$ cat src/hw/rate_measure_regs.vh
// Register offsets, field positions, defaults and timing for the rate/window block
`ifndef RATE_MEASURE_REGS_VH
`define RATE_MEASURE_REGS_VH

// Clock and sample time base
`define CLK_SYS_HZ 10000000
`define SAMPLE_STEP_MS 10
`define MS_PER_S 1000
`define HZ_PER_STEP (`MS_PER_S / `SAMPLE_STEP_MS)

// Sample period in steps of 10 ms: 10 ms .. 3 s, default 1 s
`define SAMPLE_MIN 9'h001
`define SAMPLE_MAX 9'h12c
`define SAMPLE_DEF 9'h064

// Cycles that counting and outputs stay parked while a configuration loads
`define LOAD_CYCLES 3'h4

// Input words (read only), 16 bits each
`define IN_FREQ0_LO 8'h00
`define IN_FREQ0_HI 8'h04
`define IN_FREQ1_LO 8'h08
`define IN_FREQ1_HI 8'h0c
`define IN_TOT0_LO 8'h10
`define IN_TOT0_HI 8'h14
`define IN_TOT1_LO 8'h18
`define IN_TOT1_HI 8'h1c
`define IN_STATUS 8'h20
`define ST_LOADING_BIT 0
`define ST_CFG_ERR_BIT 15

// Output words (live)
`define OUT_CTRL 8'h44
`define OUT_DUTY0 8'h48
`define OUT_DUTY1 8'h4c
`define OUT_FORCE_BIT 0
`define OUT_ENABLE_BIT 1
`define OUT_NIBBLE 4

// Configuration words (shadowed, taken on apply)
`define CFG_SAMPLE 8'h80
`define CFG_PWM_PER0 8'h84
`define CFG_PWM_PER1 8'h88
`define CFG_MODE 8'h8c
`define CFG_APPLY 8'h90
`define MODE_PWM_EN_LSB 0
`define MODE_ASSIGN_LSB 8
`define CFG_WIN_REGION 3'h5

`endif

$ cat src/hw/rate_divider.v
// Sequential restoring divider turning a scaled pulse count into a frequency
`timescale 1ns/1ps
module rate_divider (
    // Clock and reset
    input wire clk_sys,
    input wire rst,
    // Request
    input wire start,
    input wire [39:0] dividend,
    input wire [8:0] divisor,
    // Answer
    output reg done,
    output wire [31:0] quotient
);
    localparam [5:0] STEPS = 6'h28; // One step per dividend bit

    reg [39:0] quo; // Dividend shifting out, quotient shifting in
    reg [8:0] rem; // Partial remainder, always below divisor
    reg [5:0] steps_left; // Steps still to go
    reg busy; // Division in progress

    wire [9:0] shifted = {rem, quo[39]}; // Remainder with next bit brought down
    wire [9:0] diff = shifted - {1'b0, divisor}; // Trial subtraction

    // Quotient truncates toward zero; upper bits are dropped on overflow
    assign quotient = quo[31:0];

    // One quotient bit per cycle; 40 cycles is far inside a 10 ms period
    always @(posedge clk_sys or posedge rst)
    begin
        if (rst)
        begin
            quo <= 40'h0;
            rem <= 9'h000;
            steps_left <= 6'h00;
            busy <= 1'b0;
            done <= 1'b0;
        end
        else
        begin
            done <= 1'b0;
            if (start)
            begin
                // New request restarts the divider
                quo <= dividend;
                rem <= 9'h000;
                steps_left <= STEPS;
                busy <= 1'b1;
            end
            else if (busy)
            begin
                // Keep the trial result only when it did not go negative
                if (!diff[9])
                begin
                    rem <= diff[8:0];
                    quo <= {quo[38:0], 1'b1};
                end
                else
                begin
                    rem <= shifted[8:0];
                    quo <= {quo[38:0], 1'b0};
                end
                steps_left <= steps_left - 6'h01;
                if (steps_left == 6'h01)
                begin
                    busy <= 1'b0;
                    done <= 1'b1;
                end
            end
        end
    end
endmodule // rate_divider

$ cat src/hw/rate_measure_window_outputs.v
// Rate measurement, PWM and circular count-window outputs behind an APB slave
`timescale 1ns/1ps
`include "rate_measure_regs.vh"

module rate_measure_window_outputs #(
    parameter TICK_CYCLES = `CLK_SYS_HZ / `MS_PER_S * `SAMPLE_STEP_MS
) (
    // Clock and reset
    input wire clk_sys,
    input wire rst,
    // APB slave
    input wire psel,
    input wire penable,
    input wire pwrite,
    input wire [7:0] paddr,
    input wire [31:0] pwdata,
    output reg pready,
    output reg [31:0] prdata,
    output reg pslverr,
    // Counter pins, one bit per channel
    input wire [1:0] phase_a_in,
    input wire [1:0] phase_b_in,
    input wire [1:0] gate_z_in,
    // Switched outputs
    output reg [3:0] out_drive
);
    localparam [31:0] TICK_LAST = TICK_CYCLES - 1; // Last cycle of a 10 ms step
    localparam ST_RUN = 1'b0; // Normal counting
    localparam ST_LOAD = 1'b1; // New parameters going in

    // Circular window test: ON not above OFF gives on inside, else on outside
    function win_hit;
        input [31:0] cnt;
        input [31:0] on_v;
        input [31:0] off_v;
        begin
            if (on_v <= off_v)
                win_hit = (cnt >= on_v) && (cnt < off_v);
            else
                win_hit = (cnt >= on_v) || (cnt < off_v);
        end
    endfunction

    // Register space split into words; window block decoded apart
    function in_win_region;
        input [7:0] a;
        begin
            in_win_region = (a[7:5] == `CFG_WIN_REGION);
        end
    endfunction

    // Pin conditioning and pulse detection
    reg [1:0] a_s1; // First stage, read only by second stage
    reg [1:0] a_s2; // Second stage
    reg [1:0] a_s3; // Third stage
    reg [1:0] a_flt; // Accepted level
    reg [1:0] a_prev; // Level one cycle earlier
    wire [1:0] pulse = a_flt & ~a_prev; // Rising edge of accepted level

    // Time base and measurement state
    reg [31:0] tick_cnt; // Cycles within the 10 ms step
    reg tick; // One-cycle 10 ms enable
    reg [8:0] step_cnt; // Steps elapsed in the current period
    reg [31:0] live_cnt [0:1]; // Running pulse sum per channel
    reg [31:0] snap_cnt [0:1]; // Count captured at period end
    reg [31:0] total [0:1]; // Published pulse total
    reg [31:0] freq [0:1]; // Published frequency
    reg div_start; // Kick both dividers
    wire [1:0] div_done; // Divider answers
    wire [31:0] div_q [0:1]; // Divider results

    // Active configuration and its shadow
    reg [8:0] sample_per; // Active period in 10 ms steps
    reg [8:0] sh_sample; // Shadow period
    reg [15:0] pwm_per [0:1]; // Active PWM period in clock cycles
    reg [15:0] sh_pwm_per [0:1]; // Shadow PWM period
    reg [15:0] mode; // Active PWM enables and output assignment
    reg [15:0] sh_mode; // Shadow mode word
    reg [31:0] win_on [0:3]; // Active ON values
    reg [31:0] win_off [0:3]; // Active OFF values
    reg [31:0] sh_on [0:3]; // Shadow ON values
    reg [31:0] sh_off [0:3]; // Shadow OFF values

    // Live output words
    reg [15:0] out_ctrl; // Enable and force bits
    reg [15:0] duty [0:1]; // PWM duty per channel
    reg [15:0] pwm_cnt [0:1]; // PWM period counter

    // Loader
    reg load_state; // ST_RUN or ST_LOAD
    reg [2:0] load_cnt; // Cycles left in load
    reg cfg_err; // Last apply was rejected

    // Bus decode
    reg [31:0] rd_val; // Read data for the addressed word
    reg bad_addr; // Unmapped or write to read-only
    wire bus_wr = psel && penable && pready && pwrite; // Write takes effect here
    wire apply_req = bus_wr && (paddr == `CFG_APPLY) && pwdata[0];
    wire period_ok = (sh_sample >= `SAMPLE_MIN) && (sh_sample <= `SAMPLE_MAX);
    wire run = (load_state == ST_RUN);
    wire period_end = tick && (step_cnt == sample_per - 9'h001);

    // Window inputs and results
    wire [3:0] win_act; // Window currently on
    reg [3:0] next_out; // Output levels for the next cycle
    integer j; // Loop index of the register process only, so k keeps one driver
    genvar g;

    // Three-flop synchroniser per channel; only phase one is sampled
    generate
        for (g = 0; g < 2; g = g + 1)
        begin : g_pin
            always @(posedge clk_sys or posedge rst)
            begin
                if (rst)
                begin
                    a_s1[g] <= 1'b0;
                    a_s2[g] <= 1'b0;
                    a_s3[g] <= 1'b0;
                    a_flt[g] <= 1'b0;
                    a_prev[g] <= 1'b0;
                end
                else
                begin
                    a_s1[g] <= phase_a_in[g];
                    a_s2[g] <= a_s1[g];
                    a_s3[g] <= a_s2[g];
                    // Change counts only once two stages agree
                    if (a_s2[g] == a_s3[g])
                        a_flt[g] <= a_s3[g];
                    a_prev[g] <= a_flt[g];
                end
            end
        end
    endgenerate

    // Second phase and gate inputs play no part in rate measurement
    wire unused_pins = ^{phase_b_in, gate_z_in};

    // 10 ms tick and period boundary; cleared to zero while loading
    always @(posedge clk_sys or posedge rst)
    begin
        if (rst)
        begin
            tick_cnt <= 32'h0;
            tick <= 1'b0;
            step_cnt <= 9'h000;
        end
        else if (!run)
        begin
            tick_cnt <= 32'h0;
            tick <= 1'b0;
            step_cnt <= 9'h000;
        end
        else
        begin
            tick <= (tick_cnt == TICK_LAST);
            tick_cnt <= (tick_cnt == TICK_LAST) ? 32'h0 : tick_cnt + 32'h1;
            if (tick)
                step_cnt <= (step_cnt == sample_per - 9'h001) ? 9'h000 : step_cnt + 9'h001;
        end
    end

    // Per-channel pulse accumulation, period capture, PWM time base
    generate
        for (g = 0; g < 2; g = g + 1)
        begin : g_chan
            always @(posedge clk_sys or posedge rst)
            begin
                if (rst)
                begin
                    live_cnt[g] <= 32'h0;
                    snap_cnt[g] <= 32'h0;
                    total[g] <= 32'h0;
                    freq[g] <= 32'h0;
                    pwm_cnt[g] <= 16'h0000;
                end
                else if (!run)
                begin
                    live_cnt[g] <= 32'h0;
                    pwm_cnt[g] <= 16'h0000;
                end
                else
                begin
                    // A pulse on the boundary cycle opens the next period
                    if (period_end)
                    begin
                        snap_cnt[g] <= live_cnt[g];
                        live_cnt[g] <= {31'h0, pulse[g]};
                    end
                    else if (pulse[g])
                        live_cnt[g] <= live_cnt[g] + 32'h1;
                    // Total and frequency are published together
                    if (div_done[g])
                    begin
                        total[g] <= snap_cnt[g];
                        freq[g] <= div_q[g];
                    end
                    // PWM period counter wraps at the programmed period
                    if (pwm_per[g] == 16'h0000 || pwm_cnt[g] == pwm_per[g] - 16'h0001)
                        pwm_cnt[g] <= 16'h0000;
                    else
                        pwm_cnt[g] <= pwm_cnt[g] + 16'h0001;
                end
            end

            // Frequency = count * (steps per second) / period steps
            rate_divider u_div (
                .clk_sys(clk_sys),
                .rst(rst),
                .start(div_start),
                .dividend({8'h00, snap_cnt[g]} * `HZ_PER_STEP),
                .divisor(sample_per),
                .done(div_done[g]),
                .quotient(div_q[g])
            );
        end
    endgenerate

    // Divider starts the cycle after the snapshot is stable
    always @(posedge clk_sys or posedge rst)
    begin
        if (rst)
            div_start <= 1'b0;
        else
            div_start <= run && period_end;
    end

    // Windows: the first one of a channel in PWM mode follows the PWM counter
    generate
        for (g = 0; g < 4; g = g + 1)
        begin : g_win
            wire pwm_mode = mode[`MODE_PWM_EN_LSB + g / 2] && (g % 2 == 0);
            wire [31:0] w_cnt = pwm_mode ? {16'h0000, pwm_cnt[g / 2]} : live_cnt[g / 2];
            wire [31:0] w_on = pwm_mode ? 32'h0 : win_on[g];
            wire [31:0] w_off = pwm_mode ? {16'h0000, duty[g / 2]} : win_off[g];
            // Compared every cycle, so refreshed counts act at once
            assign win_act[g] = win_hit(w_cnt, w_on, w_off);
        end
    endgenerate

    // Output gating: assignment, enable, force, load parking
    integer k;
    always @*
    begin
        next_out = 4'h0;
        for (k = 0; k < 4; k = k + 1)
        begin
            if (!out_ctrl[k * `OUT_NIBBLE + `OUT_ENABLE_BIT])
                next_out[k] = 1'b0;
            else if (out_ctrl[k * `OUT_NIBBLE + `OUT_FORCE_BIT])
                next_out[k] = 1'b1;
            else
                next_out[k] = win_act[mode[`MODE_ASSIGN_LSB + 2 * k +: 2]];
        end
        if (!run)
            next_out = 4'h0;
    end

    // Output drive registered straight from the gating
    always @(posedge clk_sys or posedge rst)
    begin
        if (rst)
            out_drive <= 4'h0;
        else
            out_drive <= next_out;
    end

    // Read mux; window shadows sit at 8-byte strides
    always @*
    begin
        rd_val = 32'h0;
        bad_addr = 1'b0;
        case (paddr)
            `IN_FREQ0_LO: rd_val = {16'h0000, freq[0][15:0]};
            `IN_FREQ0_HI: rd_val = {16'h0000, freq[0][31:16]};
            `IN_FREQ1_LO: rd_val = {16'h0000, freq[1][15:0]};
            `IN_FREQ1_HI: rd_val = {16'h0000, freq[1][31:16]};
            `IN_TOT0_LO: rd_val = {16'h0000, total[0][15:0]};
            `IN_TOT0_HI: rd_val = {16'h0000, total[0][31:16]};
            `IN_TOT1_LO: rd_val = {16'h0000, total[1][15:0]};
            `IN_TOT1_HI: rd_val = {16'h0000, total[1][31:16]};
            `IN_STATUS:
            begin
                rd_val[`ST_CFG_ERR_BIT] = cfg_err;
                rd_val[`ST_LOADING_BIT] = !run;
            end
            `OUT_CTRL: rd_val = {16'h0000, out_ctrl};
            `OUT_DUTY0: rd_val = {16'h0000, duty[0]};
            `OUT_DUTY1: rd_val = {16'h0000, duty[1]};
            `CFG_SAMPLE: rd_val = {23'h0, sh_sample};
            `CFG_PWM_PER0: rd_val = {16'h0000, sh_pwm_per[0]};
            `CFG_PWM_PER1: rd_val = {16'h0000, sh_pwm_per[1]};
            `CFG_MODE: rd_val = {16'h0000, sh_mode};
            `CFG_APPLY: rd_val = 32'h0;
            default:
            begin
                if (in_win_region(paddr) && paddr[1:0] == 2'b00)
                    rd_val = paddr[2] ? sh_off[paddr[4:3]] : sh_on[paddr[4:3]];
                else
                    bad_addr = 1'b1;
            end
        endcase
        // Input words cannot be written
        if (pwrite && paddr <= `IN_STATUS)
            bad_addr = 1'b1;
    end

    // APB handshake: no wait state, answers registered in the setup cycle come from flops
    always @(posedge clk_sys or posedge rst)
    begin
        if (rst)
        begin
            pready <= 1'b0;
            prdata <= 32'h0;
            pslverr <= 1'b0;
        end
        else if (psel && !penable)
        begin
            pready <= 1'b1;
            prdata <= pwrite ? 32'h0 : rd_val;
            pslverr <= bad_addr;
        end
        else
        begin
            pready <= 1'b0;
            pslverr <= 1'b0;
        end
    end

    // Register writes, configuration check and load sequence
    always @(posedge clk_sys or posedge rst)
    begin
        if (rst)
        begin
            out_ctrl <= 16'h0000;
            duty[0] <= 16'h0000;
            duty[1] <= 16'h0000;
            sh_sample <= `SAMPLE_DEF;
            sample_per <= `SAMPLE_DEF;
            sh_pwm_per[0] <= 16'h0000;
            sh_pwm_per[1] <= 16'h0000;
            pwm_per[0] <= 16'h0000;
            pwm_per[1] <= 16'h0000;
            sh_mode <= 16'h0000;
            mode <= 16'h0000;
            for (j = 0; j < 4; j = j + 1)
            begin
                sh_on[j] <= 32'h0;
                sh_off[j] <= 32'h0;
                win_on[j] <= 32'h0;
                win_off[j] <= 32'h0;
            end
            load_state <= ST_RUN;
            load_cnt <= 3'h0;
            cfg_err <= 1'b0;
        end
        else
        begin
            if (bus_wr && !bad_addr)
            begin
                case (paddr)
                    `OUT_CTRL: out_ctrl <= pwdata[15:0];
                    `OUT_DUTY0: duty[0] <= pwdata[15:0];
                    `OUT_DUTY1: duty[1] <= pwdata[15:0];
                    `CFG_SAMPLE: sh_sample <= pwdata[8:0];
                    `CFG_PWM_PER0: sh_pwm_per[0] <= pwdata[15:0];
                    `CFG_PWM_PER1: sh_pwm_per[1] <= pwdata[15:0];
                    `CFG_MODE: sh_mode <= pwdata[15:0];
                    default:
                    begin
                        if (in_win_region(paddr) && paddr[2])
                            sh_off[paddr[4:3]] <= pwdata;
                        else if (in_win_region(paddr))
                            sh_on[paddr[4:3]] <= pwdata;
                    end
                endcase
            end
            case (load_state)
                ST_RUN:
                begin
                    // A bad shadow is refused and the old set kept running
                    if (apply_req && !period_ok)
                        cfg_err <= 1'b1;
                    else if (apply_req)
                    begin
                        cfg_err <= 1'b0;
                        load_state <= ST_LOAD;
                        load_cnt <= `LOAD_CYCLES;
                    end
                end
                ST_LOAD:
                begin
                    load_cnt <= load_cnt - 3'h1;
                    if (load_cnt == 3'h1)
                    begin
                        sample_per <= sh_sample;
                        pwm_per[0] <= sh_pwm_per[0];
                        pwm_per[1] <= sh_pwm_per[1];
                        mode <= sh_mode;
                        for (j = 0; j < 4; j = j + 1)
                        begin
                            win_on[j] <= sh_on[j];
                            win_off[j] <= sh_off[j];
                        end
                        load_state <= ST_RUN;
                    end
                end
                default: load_state <= ST_RUN;
            endcase
        end
    end
endmodule // rate_measure_window_outputs

$ cat config.mk
export PLATFORM = sky130hd
export DESIGN_NAME = rate_measure_window_outputs
export DESIGN_NICKNAME = d
export VERILOG_FILES = /design/src/hw/rate_divider.v /design/src/hw/rate_measure_window_outputs.v
export VERILOG_INCLUDE_DIRS = /design/src /design/src/hw
export SDC_FILE = /design/constraint.sdc
export NUM_CORES = 2
export LEC_CHECK = 0
export BUFFER_PORTS_ARGS = -buffer_cell sky130_fd_sc_hd__buf_2
export CAP_MARGIN = 20
export CORE_ASPECT_RATIO = 1.25
export CORE_MARGIN = 1
export CORE_UTILIZATION = 55
export CTS_BUF_LIST = sky130_fd_sc_hd__clkbuf_2
export DETAILED_ROUTE_END_ITERATION = 8
export GPL_ROUTABILITY_DRIVEN = 0
export HOLD_SLACK_MARGIN = 0.12
export PLACE_DENSITY_LB_ADDON = 0.3
export SLEW_MARGIN = 40
export SYNTH_ARGS = -nofsm -noshare
export SYNTH_HDL_FRONTEND = slang
export SYNTH_SLANG_ARGS = --single-unit
$ cat constraint.sdc
create_clock -name clk_sys -period 60.7 [get_ports clk_sys]
set_clock_uncertainty 0.2 [all_clocks]
set_input_delay 3.035 -clock clk_sys [delete_from_list [all_inputs] [get_ports clk_sys]]
set_output_delay 3.035 -clock clk_sys [all_outputs]
set_load 0.01 [all_outputs]
Yosys cells after proc, flatten, opt, wreduce, memory -nomap -nowiden
Cells that the tools add are included.
{"block": "word_totals", "reg_bits": 1172, "latchBits": 0, "ram_bits": 0, "mem_bits_ro": 0, "inputBits": 51, "out_inout_bits": 38, "wordCells": 298, "mem_count": 0}
{"block": "op_classes", "addsub": 14, "mul": 2, "div_mod_pow": 0, "magnitude_cmp": 21, "n_eq_ne": 28, "n_shift": 0, "muxes": 102, "bitwise": 6, "n_reduce_logical": 57}
{"op": "32-bit 2-to-1 mux", "count": 22}
{"op": "128-bit bitwise mux", "count": 2}
{"op": "14-bit case mux with 16 select lines", "count": 1}
{"op": "40-bit 2-to-1 mux", "count": 4}
{"op": "32-bit binary-select mux with 2-bit select", "count": 2}
{"op": "32-bit greater-or-equal comparator", "count": 4}
{"op": "32-bit <= comparator", "count": 4}
{"op": "32-bit less-than comparator", "count": 4}
{"op": "32-bit by 1-bit adder with 32-bit output (second input constant)", "count": 3}
{"op": "9-bit 2-to-1 mux", "count": 9}
{"op": "16-bit 2-to-1 mux", "count": 5}
{"op": "32-bit by 5-bit multiplier with 37-bit output (second input constant)", "count": 2}
{"op": "32-bit demux with 2-bit select", "count": 1}
{"op": "1-bit 2-to-1 mux", "count": 41}
{"op": "8-bit == test (second input constant)", "count": 5}
{"op": "16-bit by 1-bit adder with 16-bit output (second input constant)", "count": 2}
{"op": "16-bit == test", "count": 2}
{"op": "32-bit by 17-bit == test with 1-bit output (second input constant)", "count": 1}
{"op": "8-bit by 5-bit == test with 1-bit output (second input constant)", "count": 4}
{"op": "16-bit zero test", "count": 2}
{"op": "16-bit by 1-bit subtractor with 16-bit output (second input constant)", "count": 2}
{"op": "2-bit AND reduction", "count": 13}
{"op": "8-bit by 7-bit == test with 1-bit output (second input constant)", "count": 3}
{"op": "6-bit 2-to-1 mux", "count": 4}
{"op": "other kinds (43)", "count": 88}

Logic depth before layout (Yosys ltp)
{"block": "depth", "word_depth": 9, "mapped_depth": 17, "mapped_depth_nobuf": 16}

Cells and area by module
Synthesis repeated with hierarchy kept, for this count alone.
{"block": "unflattened", "hier_cells": 6744, "hier_area_um2": 68848.5}
{"mod": "rate_measure_window_outputs", "instances": 1, "cells_each": 6034, "area_each_um2": 61966.9, "seq_area_each_um2": 26332.8}
{"mod": "rate_divider", "instances": 2, "cells_each": 355, "area_each_um2": 3440.8, "seq_area_each_um2": 1426.4}

Least setup slack after synthesis
No wires, ideal clock.
{"block": "synth_path", "kind": "input to register", "startpoint": "input port paddr[6]", "endpoint": "register sh_off[85] (netlist name)", "setup_ns": 0.125, "t_arrival_ns": 5.359, "required_time_ns": 60.375, "path_slack_ns": 55.016, "path_stages": 12, "n_path_buf": 3, "cell_sequence": "buf_2 > and2b_1 > nand2_2 > nor2_2 > nor4_1 > a31oi_1 > nand2_2 > nor4b_4 > and3_1 > buf_4 > buf_4 > mux2_2"}
{"block": "synth_via", "elab_chain_cells": 8, "word_cells_on_any_way": 31, "classes_between": "1 x order compare; 17 x eq/ne; 3 x mux; 1 x bitwise; 9 x reduce/logical"}
{"element": "from (decl)", "line": "rate_measure_window_outputs.v:15", "text": "input wire [7:0] paddr,"}
{"element": "parallel branches: the longest is 7 deep, another holds 17-bit OR reduction"}
{"element": "3-bit AND reduction (no source line) *"}
{"element": "to (signal, indexed assignment)", "line": "rate_measure_window_outputs.v:373", "text": "sh_off[paddr[4:3]] <= pwdata;"}
{"element": "to (decl)", "line": "rate_measure_window_outputs.v:82", "text": "reg [31:0] sh_off [0:3];"}
Mark *: on every way between the ends.
A chain may end at the register's enable or synchronous reset.

Worst setup path after layout
{"block": "layout_path", "startpoint": "input port paddr[3]", "endpoint": "register sh_off[70] (netlist name)"}
{"block": "layout_via", "elab_chain_cells": 7, "word_cells_on_any_way": 34, "classes_between": "3 x order compare; 16 x eq/ne; 5 x mux; 2 x bitwise; 8 x reduce/logical"}
{"element": "8-bit == test, or another cell as far along"}
{"element": "17-bit OR reduction (no source line)"}
{"element": "1-bit 2-to-1 mux", "line": "rate_measure_window_outputs.v:274", "text": "case (paddr)"}
{"element": "1-bit 2-to-1 mux", "line": "rate_measure_window_outputs.v:305", "text": "if (pwrite && paddr <= `IN_STATUS)"}
{"element": "1-bit zero test", "line": "rate_measure_window_outputs.v:360", "text": "if (bus_wr && !bad_addr)"}
{"element": "1-bit logical AND", "line": "rate_measure_window_outputs.v:360"}
{"element": "3-bit AND reduction (no source line)"}
Several ways; a longest one is shown, not always the timed one.

==> reports/qor.csv <==
stage,metric,value,unit
setup_path,worst path cell trace,"buf_4, nor2b_1, nand2_1, nor2_4, nor4_1, a31oi_1, nand2_2, nor4b_4, and3_4, mux2_2",
routing,drt total wl,208100,µm
yosys,Mapped Area,67590,µm²
power,VDD IR max,0.01959,mV
clock_network,root buf cell,clkbuf_2,
layout,Final nets,7553,
layout,storage element area,29200,µm²
yosys,"Async S/R FF share, synth",100.0,%
global_route,GRT Max-Usage Layer,met2,
setup_path,Crit path max-delay family,simple AND/OR/NAND/NOR gates,
min_path,Hold Path Class,reg2reg,
global_route,met3 GRT Util,7.876,%
power,clock network fraction of total power,38.2,%
global_route,met1 usage,39.34,%
layout,Multi-input gate area,35440,µm²
routing,detailed-route via count,52630,
clock_network,Clock Tree Buf Depth,4,
global_route,GRT Util Overall,33.75,%
placed_design,dpl ws,52.73,ns
clock_network,post-CTS sizing,0,
yosys,register area share after synthesis,43.18,%
yosys,prevailing post-synth register cell,dfrtp_1,
global_route,GR Overflow Total,0,
clock_network,CTS Hold Bufs,0,
yosys,"Net Count, Synth",7362,
yosys,synth cell count leaders,"dfrtp_1 (1,160), nand2_1 (991), ha_1 (611)",
clock_network,Num CTS Buffers,313,
run_status,status,"finished, violations left",
yosys,largest family of logic cells by synthesized area,simple AND/OR/NAND/NOR gates,
global_route,vias in the first global route,52480,
floorplan,die height,393.9,µm
layout,Final Cell Area,72440,µm²
setup_path,"Req. time, crit path",61.91,ns
placed_design,area post-placement,69590,µm²
timing,Fmax,170.7,MHz
timing,Final setup viols,0,
clock_network,clock slew at reported path FFs,0.09,ns
timing,Final min period,5.857,ns
setup_path,WP buf/inv,1,
yosys,multiplexer share of the synthesized area,12.97,%
yosys,Post-Synth Simple-Gate Area,13.12,%
timing,Rel. slew slack,25.55,%
setup_path,Worst setup EP type,flop,
routing,post-route ant nets,0,
yosys,compound-gate portion of the synthesized area,9.972,%
global_route,grt met2 use,52.99,%
setup_path,CP Class,in2reg,
setup_path,startpoint types,input port,
power,sw power,0.0004208,W
setup_path,CP max stage delay,0.67,ns
routing,routed vias/inst,6.079,
clock_network,Num Clock Sinks,1166,
yosys,largest cells by area after synthesis,"dfrtp_1 (43%), ha_1 (11%), mux2_2 (8.7%), nand2_1 (5.5%), o21ai_0 (3.3%)",
setup_path,CP arrival,7.07,ns
routing,drc violations,12,
yosys,Synth Area in Adders,13.06,%
global_route,initial antenna violation count,21,
clock_network,TritonCTS clock tree,done,
yosys,XOR/XNOR share of the synthesized area,3.149,%
yosys,syn avg cell area,10.17,µm²
routing,Wirelength per Cell,24.04,µm
floorplan,Starting Density,55.56,%
yosys,top-area cell type share of the netlist area,42.95,%
clock_network,H-tree depth,5,
routing,Initial DRT Pass Iterations,9,
yosys,Yosys top cell by area,dfrtp_1,
clock_network,clock latency on the worst-skew pair,1.64,ns
yosys,Syn. warnings,0,
global_route,first-pass GRT wire length,313800,µm
timing,unrepaired setup endpoints after global routing,no,
placed_design,IO buf count,84,
yosys,Synth cell types,88,
power,Leakage,37.12,nW
power,P_int,0.001041,W
layout,Fill cells,10300,
floorplan,Core Area,121700,µm²
layout,area delta synth->final,7.175,%
timing,"Slew Viols, Final",0,
run_status,failing checks,DRC,
floorplan,Die ar.,124300,µm²
power,Reg power frac,54.3,%
power,P per Cell Area,20.18,nW/µm²
yosys,#FFs+latches synth,1166,
run,Max-Cap Viols,0,
timing,final hold viol count,0,
timing,worst setup margin,54.84,ns
yosys,number of synthesized flops with an enable pin,0,
floorplan,Die Width,315.6,µm
setup_path,crit path max fanout,32,
clock_network,Post-CTS Setup Bufs,0,
timing,Sum Neg Setup Slack,0,ns
placed_design,detailed placer's ending HPWL,152700,µm
power,Comb pwr share,7.5,%
setup_path,"Slowest-stage cell, CP",and3_4,
routing,initial drt markers,5049,
setup_path,register-to-register path setup slack,55.49,ns
layout,layout cells sized above 1,17.83,%
floorplan,Core Rows,143,
yosys,most common cell in the netlist,dfrtp_1,
yosys,Cells after Synth,6644,
timing,Worst-Margin Slew,1.117,ns
global_route,largest net degree at the start of global routing,119,
power,Sw Ratio,28.78,%
floorplan,I/O Pins,89,
timing,Tcrit/Tclk final,9.650,%
## flip-flops by register name (all words and copies together) (netlist names), 64 cells and up
| register | count |
|---|---|
| sh_off | 128 |
| g_win.w_off | 64 |
| g_win.w_cnt | 64 |
| win_on | 64 |
| freq | 64 |
| total | 64 |
| snap_cnt | 64 |
| win_off | 64 |
| g_chan.u_div.quo | 80 |
| sh_on | 128 |
| g_win.w_on | 64 |
## cells by family (layout without fill, tap and decap cells)
kind of cell             Yosys count  in the layout
adder cells (fa/ha/maj)          673            673
AND/OR/NAND/NOR                 1965           1965
buffers and inverters            791           1197
other                              0             12
XOR/XNOR                         243            243
multiplexers                     729            729
flip-flops                      1166           1166
AO/OA/AOI/OAI                   1077           1077
## worst reg2reg max path, delay by kind of cell, from the launching register on
family	cells	cell delay, ns
buffers and inverters	2	1.14
adders and majority gates	2	0.98
muxes	1	0.43
AOI/OAI and AO/OA	8	1.65
and+or+nand+nor	1	0.23
DFF	1	0.41
## metrics by stage
stage	total power (W)	utilization, %	instances	hold slack [ns]
finish	0.001462	59.54	8657	0.1597
detailed placement	0.0009158	57.19	8114	0.1394
CTS	0.001469	59.46	8644	0.1639
floorplan	0.0008711	-	6644	0.1312
global route	0.001526	59.53	8651	0.1709
global placement	0.0009113	57.08	8110	0.1333
## routing by layer
metal | vias to the layer above | wire (µm)
li1 | 23660 | -
met1 | 25870 | 75960
met2 | 2346 | 95850
met3 | 744 | 16110
met4 | 6 | 20120
met5 | - | 43
## final cells by class
type,count,area share (%)
sequential,1166,40.31
multi-input combinational,4687,48.92
clock buffer,430,2.971
timing repair buffer,156,1.506
inverter,511,2.665
antenna,12,0.04145
clock inverter,100,0.8342
tap,1595,2.755
## cells in the final DEF, fill, tap and decap left out, types with 116 or more instances in the layout
cell,n
mux2i_1,138
a21oi_1,179
nor2_1,359
nand2_1,989
o21ai_0,447
ha_1,611
mux2_2,525
xnor2_1,127
clkbuf_2,431
inv_1,509
xor2_1,116
dfrtp_1,1155
## power by group through the flow
stage	clock network, W	logic, W	registers [W]
final	0.000559	0.000110	0.000794
after global routing	0.000611	0.000121	0.000794
after CTS	0.000568	0.000108	0.000793
after detailed placement	0	0.000107	0.000809
after global placement	0	0.000103	0.000808
after floorplan	0	0.0000675	0.000804
## worst paths after layout
path	cells after the start	endpoint	startpoint
worst min-delay path	0	a_s2[1]	a_s1[1]
min in group asynchronous	2	pwm_per[31]	rst
max in group asynchronous	8	prdata[10]	rst
worst min register to register	0	a_s2[1]	a_s1[1]
worst max register to register	14	out_drive[1]	mode[1]
worst max-delay path	10	sh_off[70]	paddr[3]
(Power assumes the default switching activity.)
